### src/usbfc_map.svh
// constants for the usb endpoint fifo controller
`ifndef USBFC_MAP_SVH
`define USBFC_MAP_SVH
`define USBFC_FIFO_DEPTH 64
`define USBFC_FIFO_SIZE 7'h40
`define USBFC_PTR_W 6
`define USBFC_CNT_W 7
`define USBFC_LANES 3
`define USBFC_RX_BASE 3
`define USBFC_PTR_ONE 7'h01
`define USBFC_RST_BYTE 8'h00
`define USBFC_RST_CNT 7'h00
`define USBFC_RST_PTR 7'h00
`define USBFC_RST_FLAGS 6'h00
`define USBFC_EV_WARN 0
`define USBFC_EV_TXUNDR 1
`define USBFC_EV_RXOVR 2
`define USBFC_GLOBAL_EN 7
`endif

### src/usbfc_pkg.sv
// types and count helpers for the usb endpoint fifo controller
`default_nettype none
`include "usbfc_map.svh"
package usbfc_pkg;
	typedef logic [7:0] usbfc_byte_t;
	typedef logic [`USBFC_CNT_W-1:0] usbfc_cnt_t;
	typedef logic [`USBFC_PTR_W:0] usbfc_wptr_t;
	typedef logic [`USBFC_LANES-1:0][7:0] usbfc_lane_bytes_t;
	typedef logic [`USBFC_LANES-1:0][`USBFC_CNT_W-1:0] usbfc_lane_cnt_t;
	typedef logic [2*`USBFC_LANES-1:0] usbfc_flags_t;

	// fill level from pointers carrying one wrap bit
	function automatic usbfc_cnt_t usbfc_level(input usbfc_wptr_t wp, input usbfc_wptr_t rp);
		usbfc_wptr_t d;
		d = wp - rp;
		return usbfc_cnt_t'(d);
	endfunction

	// free bytes left for a given fill level
	function automatic usbfc_cnt_t usbfc_space(input usbfc_cnt_t level);
		return `USBFC_FIFO_SIZE - level;
	endfunction
endpackage
`default_nettype wire

### src/usbfc_fifo_if.sv
// carrier between the controller and one ring buffer
`default_nettype none
interface usbfc_fifo_if;
	import usbfc_pkg::*;
	logic push;
	logic pop;
	usbfc_byte_t wdata;
	usbfc_byte_t rdata;
	usbfc_cnt_t level;
	modport core (input push, input pop, input wdata, output rdata, output level);
	modport user (output push, output pop, output wdata, input rdata, input level);
endinterface
`default_nettype wire

### src/usbfc_ring.sv
// one 64-byte circular endpoint buffer
`default_nettype none
`include "usbfc_map.svh"
module usbfc_ring (
	input wire logic clk_sys,
	input wire logic sys_rst,
	input wire logic clk_en,
	usbfc_fifo_if.core fif
);
	import usbfc_pkg::*;

	usbfc_byte_t mem [0:`USBFC_FIFO_DEPTH-1];
	usbfc_wptr_t wp_reg, wp_next;
	usbfc_wptr_t rp_reg, rp_next;
	usbfc_byte_t rdata_reg, rdata_next;
	logic do_push, do_pop;

	// =====================================================
	// pointer and read data next values
	always_comb begin
		fif.level = usbfc_level(wp_reg, rp_reg);
		do_push = fif.push && (fif.level != `USBFC_FIFO_SIZE);
		do_pop = fif.pop && (fif.level != `USBFC_RST_CNT);
		wp_next = do_push ? wp_reg + `USBFC_PTR_ONE : wp_reg;
		rp_next = do_pop ? rp_reg + `USBFC_PTR_ONE : rp_reg;
		rdata_next = do_pop ? mem[rp_reg[`USBFC_PTR_W-1:0]] : rdata_reg;
	end

	// registers
	always_ff @(posedge clk_sys) begin
		if (sys_rst) begin
			wp_reg <= `USBFC_RST_PTR;
			rp_reg <= `USBFC_RST_PTR;
			rdata_reg <= `USBFC_RST_BYTE;
		end else if (clk_en) begin
			wp_reg <= wp_next;
			rp_reg <= rp_next;
			rdata_reg <= rdata_next;
		end
	end

	// storage, no reset needed
	always_ff @(posedge clk_sys) begin
		if (clk_en && do_push && !sys_rst) begin
			mem[wp_reg[`USBFC_PTR_W-1:0]] <= fif.wdata;
		end
	end

	assign fif.rdata = rdata_reg;
endmodule
`default_nettype wire

### src/usbfc_top.sv
// usb endpoint fifo controller: three tx and three rx rings with event hierarchy
`default_nettype none
`include "usbfc_map.svh"
module usbfc_top (
	input wire logic clk_sys,
	input wire logic sys_rst,
	input wire logic clk_en,
	input wire logic [`USBFC_LANES-1:0] fw_tx_wr,
	input wire usbfc_pkg::usbfc_byte_t fw_tx_data,
	input wire logic [`USBFC_LANES-1:0] ep_tx_rd,
	input wire logic [`USBFC_LANES-1:0] tx_last_cmd,
	output logic [`USBFC_LANES-1:0][7:0] ep_tx_data,
	input wire usbfc_pkg::usbfc_lane_cnt_t tx_warn_threshold,
	output usbfc_pkg::usbfc_lane_cnt_t tx_free_count,
	input wire logic [`USBFC_LANES-1:0] ep_rx_wr,
	input wire usbfc_pkg::usbfc_byte_t ep_rx_data,
	input wire logic [`USBFC_LANES-1:0] fw_rx_rd,
	output logic [`USBFC_LANES-1:0][7:0] fw_rx_data,
	input wire usbfc_pkg::usbfc_lane_cnt_t rx_warn_threshold,
	output usbfc_pkg::usbfc_lane_cnt_t rx_unread_count,
	output usbfc_pkg::usbfc_lane_cnt_t rx_space_left,
	output logic [`USBFC_LANES-1:0] tx_underrun,
	output logic [`USBFC_LANES-1:0] rx_overrun,
	input wire usbfc_pkg::usbfc_flags_t err_clear,
	input wire usbfc_pkg::usbfc_flags_t err_mask,
	output usbfc_pkg::usbfc_flags_t fifo_warning_reg,
	input wire usbfc_pkg::usbfc_flags_t warn_clear,
	input wire usbfc_pkg::usbfc_flags_t warn_mask,
	output logic [7:0] main_event_reg,
	input wire logic [7:0] main_mask_reg,
	output logic usb_cpu_irq
);
	import usbfc_pkg::*;

	usbfc_lane_cnt_t tx_level;
	usbfc_lane_cnt_t rx_level;

	// =====================================================
	// ring instances, sized at 64 bytes each
	for (genvar i = 0; i < `USBFC_LANES; i++) begin : g_lane
		usbfc_fifo_if tx_if();
		usbfc_fifo_if rx_if();

		// firmware fills, endpoint controller drains
		assign tx_if.push = fw_tx_wr[i];
		assign tx_if.wdata = fw_tx_data;
		assign tx_if.pop = ep_tx_rd[i];
		assign ep_tx_data[i] = tx_if.rdata;
		assign tx_level[i] = tx_if.level;

		// endpoint controller fills, firmware drains
		assign rx_if.push = ep_rx_wr[i];
		assign rx_if.wdata = ep_rx_data;
		assign rx_if.pop = fw_rx_rd[i];
		assign fw_rx_data[i] = rx_if.rdata;
		assign rx_level[i] = rx_if.level;

		usbfc_ring u_tx_ring (
			.clk_sys(clk_sys),
			.sys_rst(sys_rst),
			.clk_en(clk_en),
			.fif(tx_if)
		);
		usbfc_ring u_rx_ring (
			.clk_sys(clk_sys),
			.sys_rst(sys_rst),
			.clk_en(clk_en),
			.fif(rx_if)
		);
	end

	// =====================================================
	// status counts
	usbfc_lane_cnt_t tx_free_reg, tx_free_next;
	usbfc_lane_cnt_t rx_unread_reg, rx_unread_next;
	usbfc_lane_cnt_t rx_space_reg, rx_space_next;

	// counts derived from the ring levels
	always_comb begin
		for (int k = 0; k < `USBFC_LANES; k++) begin
			tx_free_next[k] = usbfc_space(tx_level[k]);
			rx_unread_next[k] = rx_level[k];
			rx_space_next[k] = usbfc_space(rx_level[k]);
		end
	end

	// count registers
	always_ff @(posedge clk_sys) begin
		if (sys_rst) begin
			tx_free_reg <= {`USBFC_LANES{`USBFC_FIFO_SIZE}};
			rx_unread_reg <= {`USBFC_LANES{`USBFC_RST_CNT}};
			rx_space_reg <= {`USBFC_LANES{`USBFC_FIFO_SIZE}};
		end else if (clk_en) begin
			tx_free_reg <= tx_free_next;
			rx_unread_reg <= rx_unread_next;
			rx_space_reg <= rx_space_next;
		end
	end

	assign tx_free_count = tx_free_reg;
	assign rx_unread_count = rx_unread_reg;
	assign rx_space_left = rx_space_reg;

	// =====================================================
	// sticky error and warning flags
	usbfc_flags_t err_reg, err_next;
	usbfc_flags_t warn_reg, warn_next;
	usbfc_flags_t err_set, warn_set;

	// set beats clear in the same cycle
	always_comb begin
		for (int k = 0; k < `USBFC_LANES; k++) begin
			err_set[k] = ep_tx_rd[k] && (tx_level[k] == `USBFC_RST_CNT) && !tx_last_cmd[k];
			err_set[k + `USBFC_RX_BASE] = ep_rx_wr[k] && (rx_level[k] == `USBFC_FIFO_SIZE);
			warn_set[k] = tx_level[k] <= tx_warn_threshold[k];
			warn_set[k + `USBFC_RX_BASE] = usbfc_space(rx_level[k]) <= rx_warn_threshold[k];
		end
		err_next = (err_reg & ~err_clear) | err_set;
		warn_next = (warn_reg & ~warn_clear) | warn_set;
	end

	// flag registers
	always_ff @(posedge clk_sys) begin
		if (sys_rst) begin
			err_reg <= `USBFC_RST_FLAGS;
			warn_reg <= `USBFC_RST_FLAGS;
		end else if (clk_en) begin
			err_reg <= err_next;
			warn_reg <= warn_next;
		end
	end

	assign tx_underrun = err_reg[`USBFC_LANES-1:0];
	assign rx_overrun = err_reg[2*`USBFC_LANES-1:`USBFC_RX_BASE];
	assign fifo_warning_reg = warn_reg;

	// =====================================================
	// main event register and cpu interrupt
	logic [7:0] main_ev_reg, main_ev_next;
	logic irq_reg, irq_next;

	// masked lower events propagate upward
	always_comb begin
		main_ev_next = 8'h00;
		main_ev_next[`USBFC_EV_WARN] = |(warn_reg & warn_mask);
		main_ev_next[`USBFC_EV_TXUNDR] = |(err_reg[`USBFC_LANES-1:0] & err_mask[`USBFC_LANES-1:0]);
		main_ev_next[`USBFC_EV_RXOVR] = |(err_reg[2*`USBFC_LANES-1:`USBFC_RX_BASE]
			& err_mask[2*`USBFC_LANES-1:`USBFC_RX_BASE]);
		irq_next = main_mask_reg[`USBFC_GLOBAL_EN]
			&& |(main_ev_reg[`USBFC_GLOBAL_EN-1:0] & main_mask_reg[`USBFC_GLOBAL_EN-1:0]);
	end

	// event and interrupt registers
	always_ff @(posedge clk_sys) begin
		if (sys_rst) begin
			main_ev_reg <= 8'h00;
			irq_reg <= 1'b0;
		end else if (clk_en) begin
			main_ev_reg <= main_ev_next;
			irq_reg <= irq_next;
		end
	end

	assign main_event_reg = main_ev_reg;
	assign usb_cpu_irq = irq_reg;

	for (genvar j = 0; j < `USBFC_LANES; j++) begin : g_chk

	end
endmodule
`default_nettype wire

### config.mk
export PLATFORM = sky130hd
export DESIGN_NAME = usbfc_top
export DESIGN_NICKNAME = d
export VERILOG_FILES = /design/src/usbfc_pkg.sv /design/src/usbfc_fifo_if.sv /design/src/usbfc_ring.sv /design/src/usbfc_top.sv
export VERILOG_INCLUDE_DIRS = /design/src
export SDC_FILE = /design/constraint.sdc
export NUM_CORES = 2
export LEC_CHECK = 0
export BUFFER_PORTS_ARGS = -buffer_cell sky130_fd_sc_hd__clkbuf_2
export CAP_MARGIN = 20
export CORE_MARGIN = 2
export CORE_UTILIZATION = 50
export DETAILED_ROUTE_END_ITERATION = 10
export PLACE_DENSITY = 0.71
export SKIP_LAST_GASP = 1
export SYNTH_ARGS = -nofsm -noshare
export SYNTH_HDL_FRONTEND = slang
export SYNTH_SLANG_ARGS = --single-unit
### constraint.sdc
create_clock -name clk_sys -period 5.5 [get_ports clk_sys]
set_input_delay 0.55 -clock clk_sys [delete_from_list [all_inputs] [get_ports clk_sys]]
set_output_delay 0.55 -clock clk_sys [all_outputs]
set_load 0.01 [all_outputs]
# Yosys cells after proc, flatten, opt, wreduce, memory -nomap -nowiden
# Memory sizes are Yosys's and may differ from the RTL's. A register that Yosys moved wholly into a read port is not among the register bits.
# Index checks and enable logic that the tools add are counted.
# W data, S select, Z words.
# totals
reg_bits	163
mem_bits_rw	3072
wordCells	155
mem_count	6
# memory_table
name	depth	word_bits	read_ports	rd_ports_with_merged_regs	write_ports	line	rtl
g_lane[0].u_rx_ring.mem	64	8	1	1	1	usbfc_ring.sv:12	usbfc_byte_t mem [0:`USBFC_FIFO_DEPTH-1];
g_lane[0].u_tx_ring.mem	64	8	1	1	1	usbfc_ring.sv:12	
g_lane[1].u_rx_ring.mem	64	8	1	1	1	usbfc_ring.sv:12	
g_lane[1].u_tx_ring.mem	64	8	1	1	1	usbfc_ring.sv:12	
g_lane[2].u_rx_ring.mem	64	8	1	1	1	usbfc_ring.sv:12	
g_lane[2].u_tx_ring.mem	64	8	1	1	1	usbfc_ring.sv:12	
# classes
addsub	24
order_cmp	6
n_eq_ne	9
n_mux	12
bitwise_logic	10
n_reduce_logical	63
# ops
cell	n
$add A7 B1 Y7 const B	12
$le A7 B7 Y1	6
$ne A7 B7 Y1 const B	6
$reduce_bool A7 Y1	6
$sub A7 B7 Y7	6
$sub A7 B7 Y7 const A	6
$logic_and A1 B1 Y1	34
$reduce_and A2 Y1	12
$eq A7 B7 Y1 const B	3
$logic_not A7 Y1	3
$and A6 B6 Y6	3
$mux W1	12
$not A6 Y6	2
$or A6 B6 Y6	2
$and A3 B7 Y7	1
$reduce_or A7 Y1	1
$and A3 B3 Y3	2
$reduce_or A3 Y1	2
$reduce_or A6 Y1	1
$logic_not A1 Y1	4

# Depth between registers and ports, before layout
# depth
ltp_word	7
ltp_mapped	18

# Cells and area by module
# Synthesis repeated with hierarchy kept, for this count alone.
# hier_totals
hier_cells	7296
area_unflattened_um2	131904.0
# by_module_without_submodules
mod	n_inst	cells_per_inst	area_per_inst_um2	seq_area_each_um2
usbfc_ring at g_lane[0].u_tx_ring ...	4	1118	21171.6	15815.2
usbfc_ring at g_lane[2].u_tx_ring	1	1154	21391.8	15815.2
usbfc_ring at g_lane[0].u_rx_ring	1	1142	21242.9	15815.2
usbfc_top	1	528	4583.1	1521.5

# Least setup slack after synthesis
# OpenSTA, ideal clock, no wires.
# synth_path
kind	register to register
startpoint	register g_lane[2].u_rx_ring.rp_reg[1]
endpoint	memory g_lane[2].u_rx_ring.mem[30][0] in the netlist's numbering (enable)
arrival_time_ns	3.727
setup_slack_ns	1.403
stages_incl_launch_ff	16
n_path_buf	6
cell_sequence	dfxtp_1 clkbuf_1 buf_2 buf_2 inv_1 buf_1 ha_1 nand2b_1 a2111oi_0 a211oi_1 nor4bb_1 buf_2 a21oi_1 buf_2 nand3_1 nor2_1
# synth_via
elab_chain_cells	7
# synth_rtl
element	line	rtl
start: declaration	usbfc_ring.sv:14	usbfc_wptr_t rp_reg, rp_next;
start signal: assignment	usbfc_ring.sv:33	rp_reg <= `USBFC_RST_PTR;
start signal: assignment	usbfc_ring.sv:37	rp_reg <= rp_next;
$sub A7 B7 Y7	usbfc_pkg.sv:15	d = wp - rp;
$ne A7 B7 Y1 (no line)	--	
$logic_and A1 B1 Y1	usbfc_ring.sv:22	do_push = fif.push && (fif.level != `USBFC_FIFO_SIZE);
$logic_and A1 B1 Y1 (2 in series)	usbfc_ring.sv:44	if (clk_en && do_push && !sys_rst) begin
$mux W1	usbfc_ring.sv:44	
$mux W1	usbfc_ring.sv:45	mem[wp_reg[`USBFC_PTR_W-1:0]] <= fif.wdata;
end: declaration	usbfc_ring.sv:12	
# No other way between the ends.

# Final worst setup path
# layout_path
startpoint	register g_lane[1].u_rx_ring.wp_reg[0]
endpoint	memory g_lane[1].u_rx_ring.mem[19][1] in the netlist's numbering (enable)
# layout_via
elab_chain_cells	7
# layout_rtl
element	line	rtl
start: declaration	usbfc_ring.sv:13	usbfc_wptr_t wp_reg, wp_next;
start signal: assignment	usbfc_ring.sv:32	wp_reg <= `USBFC_RST_PTR;
start signal: assignment	usbfc_ring.sv:36	wp_reg <= wp_next;
$sub A7 B7 Y7	usbfc_pkg.sv:15	
$ne A7 B7 Y1 (no line)	--	
$logic_and A1 B1 Y1	usbfc_ring.sv:22	
$logic_and A1 B1 Y1 (2 in series)	usbfc_ring.sv:44	
$mux W1	usbfc_ring.sv:44	
$mux W1	usbfc_ring.sv:45	
end: declaration	usbfc_ring.sv:12	
# Several ways; a longest one is shown, not always the timed one.

==> out/metrics.cfg <==
[run_status]
status=finished clean

[floorplan]
die_w_um=514
core.rowCount=187
core_area_um2=259000
die-area_um2=264000
start_util=0.502
die_h_um=514
pin_count=240

[synthesis]
yosys-top-cells-area=edfxtp_1 (71%), mux4_2 (13%), dfxtp_1 (3.2%)
synth.avg_cell_area_um2=18.9
yosysWarningCount=0
synth_seq_area_share=0.742
ys.flop_type=edfxtp_1
syn_area_um2=130000
synth_top_area_cell=edfxtp_1
synth-seq-cells=3280
syn_inst=6877
synthDistinctLibCells=95
synth_edf_count=3072
synth_top_area_frac=0.710
async_flop_share=0

[place]
gp_congestion=0.872
place_area_um2=136000
dp_slack_ps=724
placedCellCount=10391
io_buffers=230
detailedPlacementHpwl_um=191000

[timing]
finalSetupViolCount=0
timing.fmax_mhz=205
grt_setup_unrepaired=no
worst_slew_pin_slew_ps=1200
hold_violations=0
maxSlewHeadroom=0.195
period_needed_ps=4890
drv_slew=0
setup_slack_ps=610
tns_ps=0
clock_skew_ps=70.4
period_share=0.889

[detailed_routing]
vias=68421
drt_iter0_drc=8244
avgRoutedWirePerCell_um=28.1
ant_nets=0
drc=0
totalWireLength_um=310000
drtPass1Iterations=6
viasPerCell=6.22

[cts]
cts_made_buffers=337
path_clk_slew_ps=60
cts_sinks=3280
root_buffer=clkbuf_16
clockBufferDepth=4
ctsResizeCount=0
htreeDepth=5
clock_latency_ps=890
cts_tree=yes

[setup_path]
reg2reg_to=g_lane[1].u_rx_ring.mem[19][1]$_DFFE_PP_
crit_path_end_kind=flop
startpoint_type=flop
required_ps=5980
crit_type=flop to flop
r2r-start=g_lane[1].u_rx_ring.wp_reg[0]$_SDFFE_PP0N_
r2r_cells=12
path_max_fanout=8
cp.arrival_ps=5370
r2r_slack_ps=610

[layout]
layout.nets=7548
drive_gt1_frac=0.234
fin_area_um2=147000
final_cells=11007
final_util=0.567
area_delta_synth_final_pct=13.0
n_fill_cell=18734

[pwr]
vdd_drop_max_mv=0.276
power_density_nw_per_um2=401
power.leakage_nw=46.3

[hold_path]
hold_depth=4
hp-start=warn_clear[0]
holdPathEnd=fifo_warning_reg[0]$_SDFFE_PP0P_
worstHoldPathType=primary input to flop

[job]
cap_violations=0

[global_route]
grt_antenna_before_repair=4
grt_max_degree=193
grt_pass1_vias=68519
grt_util_all_layers=0.232
grt_overflow_total=0
grt_pass1_wl_um=456000

[worst max-delay path by stage]
stage	from	endpoint	slack [ps]
6_report	g_lane[1].u_rx_ring.wp_reg[0]$_SDFFE_PP0N_	g_lane[1].u_rx_ring.mem[19][1]$_DFFE_PP_	610
5_1_grt	g_lane[1].u_rx_ring.wp_reg[0]$_SDFFE_PP0N_	g_lane[1].u_rx_ring.mem[19][1]$_DFFE_PP_	400
4_1_cts	g_lane[1].u_rx_ring.wp_reg[0]$_SDFFE_PP0N_	g_lane[1].u_rx_ring.mem[27][1]$_DFFE_PP_	710
3_5_place_dp	g_lane[1].u_rx_ring.wp_reg[0]$_SDFFE_PP0N_	g_lane[1].u_rx_ring.mem[27][7]$_DFFE_PP_	720
3_3_place_gp	g_lane[1].u_rx_ring.wp_reg[0]$_SDFFE_PP0N_	g_lane[1].u_rx_ring.mem[27][3]$_DFFE_PP_	710
2_1_floorplan	g_lane[2].u_rx_ring.rp_reg[1]$_SDFFE_PP0P_	g_lane[2].u_rx_ring.mem[30][0]$_DFFE_PP_	1400
[synth_stat cells (14+ instances only)]
library cell	number
ha_1	96
a22oi_1	165
a22o_1	22
or3_1	26
edfxtp_1	3072
buf_4	26
o21a_1	20
buf_1	39
nand2_1	235
clkbuf_1	183
a21oi_1	160
buf_2	108
nor3_1	97
mux2i_1	115
a31oi_1	14
xor2_1	24
and2_1	16
a221oi_1	32
o21ai_0	46
dfxtp_1	208
nand3_1	88
inv_1	102
nor2b_1	47
and3_1	16
o22ai_1	109
a211oi_1	51
nor2_1	654
mux4_2	751
mux2_2	19
nand4_1	39
o32ai_1	19
xnor2_1	62
[per-stage QoR]
step | hold slack, ps | power (mW)
3_5_place_dp | 466 | 36.9
5_1_grt | 54.4 | 60.8
6_report | 52.9 | 58.9
2_1_floorplan | 464 | 34.0
4_1_cts | 2.43 | 59.3
3_3_place_gp | 458 | 36.8
[cells in the final DEF (no fill, tap or decap), types with 76 or more instances in the layout]
cell type	netlist	final
clkbuf_16	0	350
nand3_1	88	88
clkbuf_1	183	76
a22oi_1	165	165
nand2_1	235	235
ha_1	96	96
nor2_1	654	651
mux2i_1	115	115
inv_1	102	101
nor3_1	97	97
mux4_2	751	751
clkbuf_2	0	212
dfxtp_1	208	191
buf_4	26	228
o22ai_1	109	108
edfxtp_1	3072	3072
a21oi_1	160	160
[repair_timing]
| item | in CTS | in global routing |
|---|---|---|
| hold buffers | 8 | 0 |
| setup buffers | 0 | 0 |
| hold endpoints to repair | 12 | 0 |
| endpoints found under the setup margin | 0 | 0 |
[layout make-up]
class | instances | area (um2) | share of cell area
Inverter | 114 | 430 | 0.00293
Timing Repair Buffer | 474 | 3200 | 0.0218
Tap cell | 3402 | 4260 | 0.0290
Multi-Input combinational cell | 3131 | 31500 | 0.215
Clock inverter | 165 | 1640 | 0.0112
Sequential cell | 3280 | 96500 | 0.657
Antenna cell | 1 | 2.50 | 0.0000170
Clock buffer | 440 | 9240 | 0.0629
[kinds of logic (layout without fill, tap and decap cells)]
logic type               count (synthesis)  after routing  synth area share
AO/OA/AOI/OAI                          756            756            0.0408
AND/OR/NAND/NOR                       1293           1293            0.0445
buffers and inverters                  470           1193            0.0154
adder cells (fa/ha/maj)                102            102            0.0102
XOR/XNOR                                89             89           0.00617
multiplexers                           886            886             0.141
flip-flops                            3280           3280             0.742
other                                    1              6         0.0000289
[power by group]
part / internal, mW / switching (mW) / leakage (nW)
registers: 27.6 / 0.351 / 29.3
logic: 3.61 / 4.81 / 11.6
clock network: 13.3 / 9.33 / 5.30
total: 44.4 / 14.5 / 46.3
[critical path: stages (launching register included)]
cell	delay, ps
dfxtp_1	390
inv_1	120
ha_1	170
inv_1	50
fa_1	400
a211oi_1	300
nor2_1	110
xnor2_1	450
nor4_4	160
a21boi_1	420
buf_4	230
nand4_1	730
nor2_1	1010
[routing by layer]
metal,vias to the layer above,global-route usage,part of all wire
met5,-,0,0.00012
met4,6,0.103,0.047
met2,3291,0.369,0.48
met1,35533,0.319,0.39
li1,28944,-,-
met3,647,0.0383,0.084
Power figures use the tool's default switching activity.
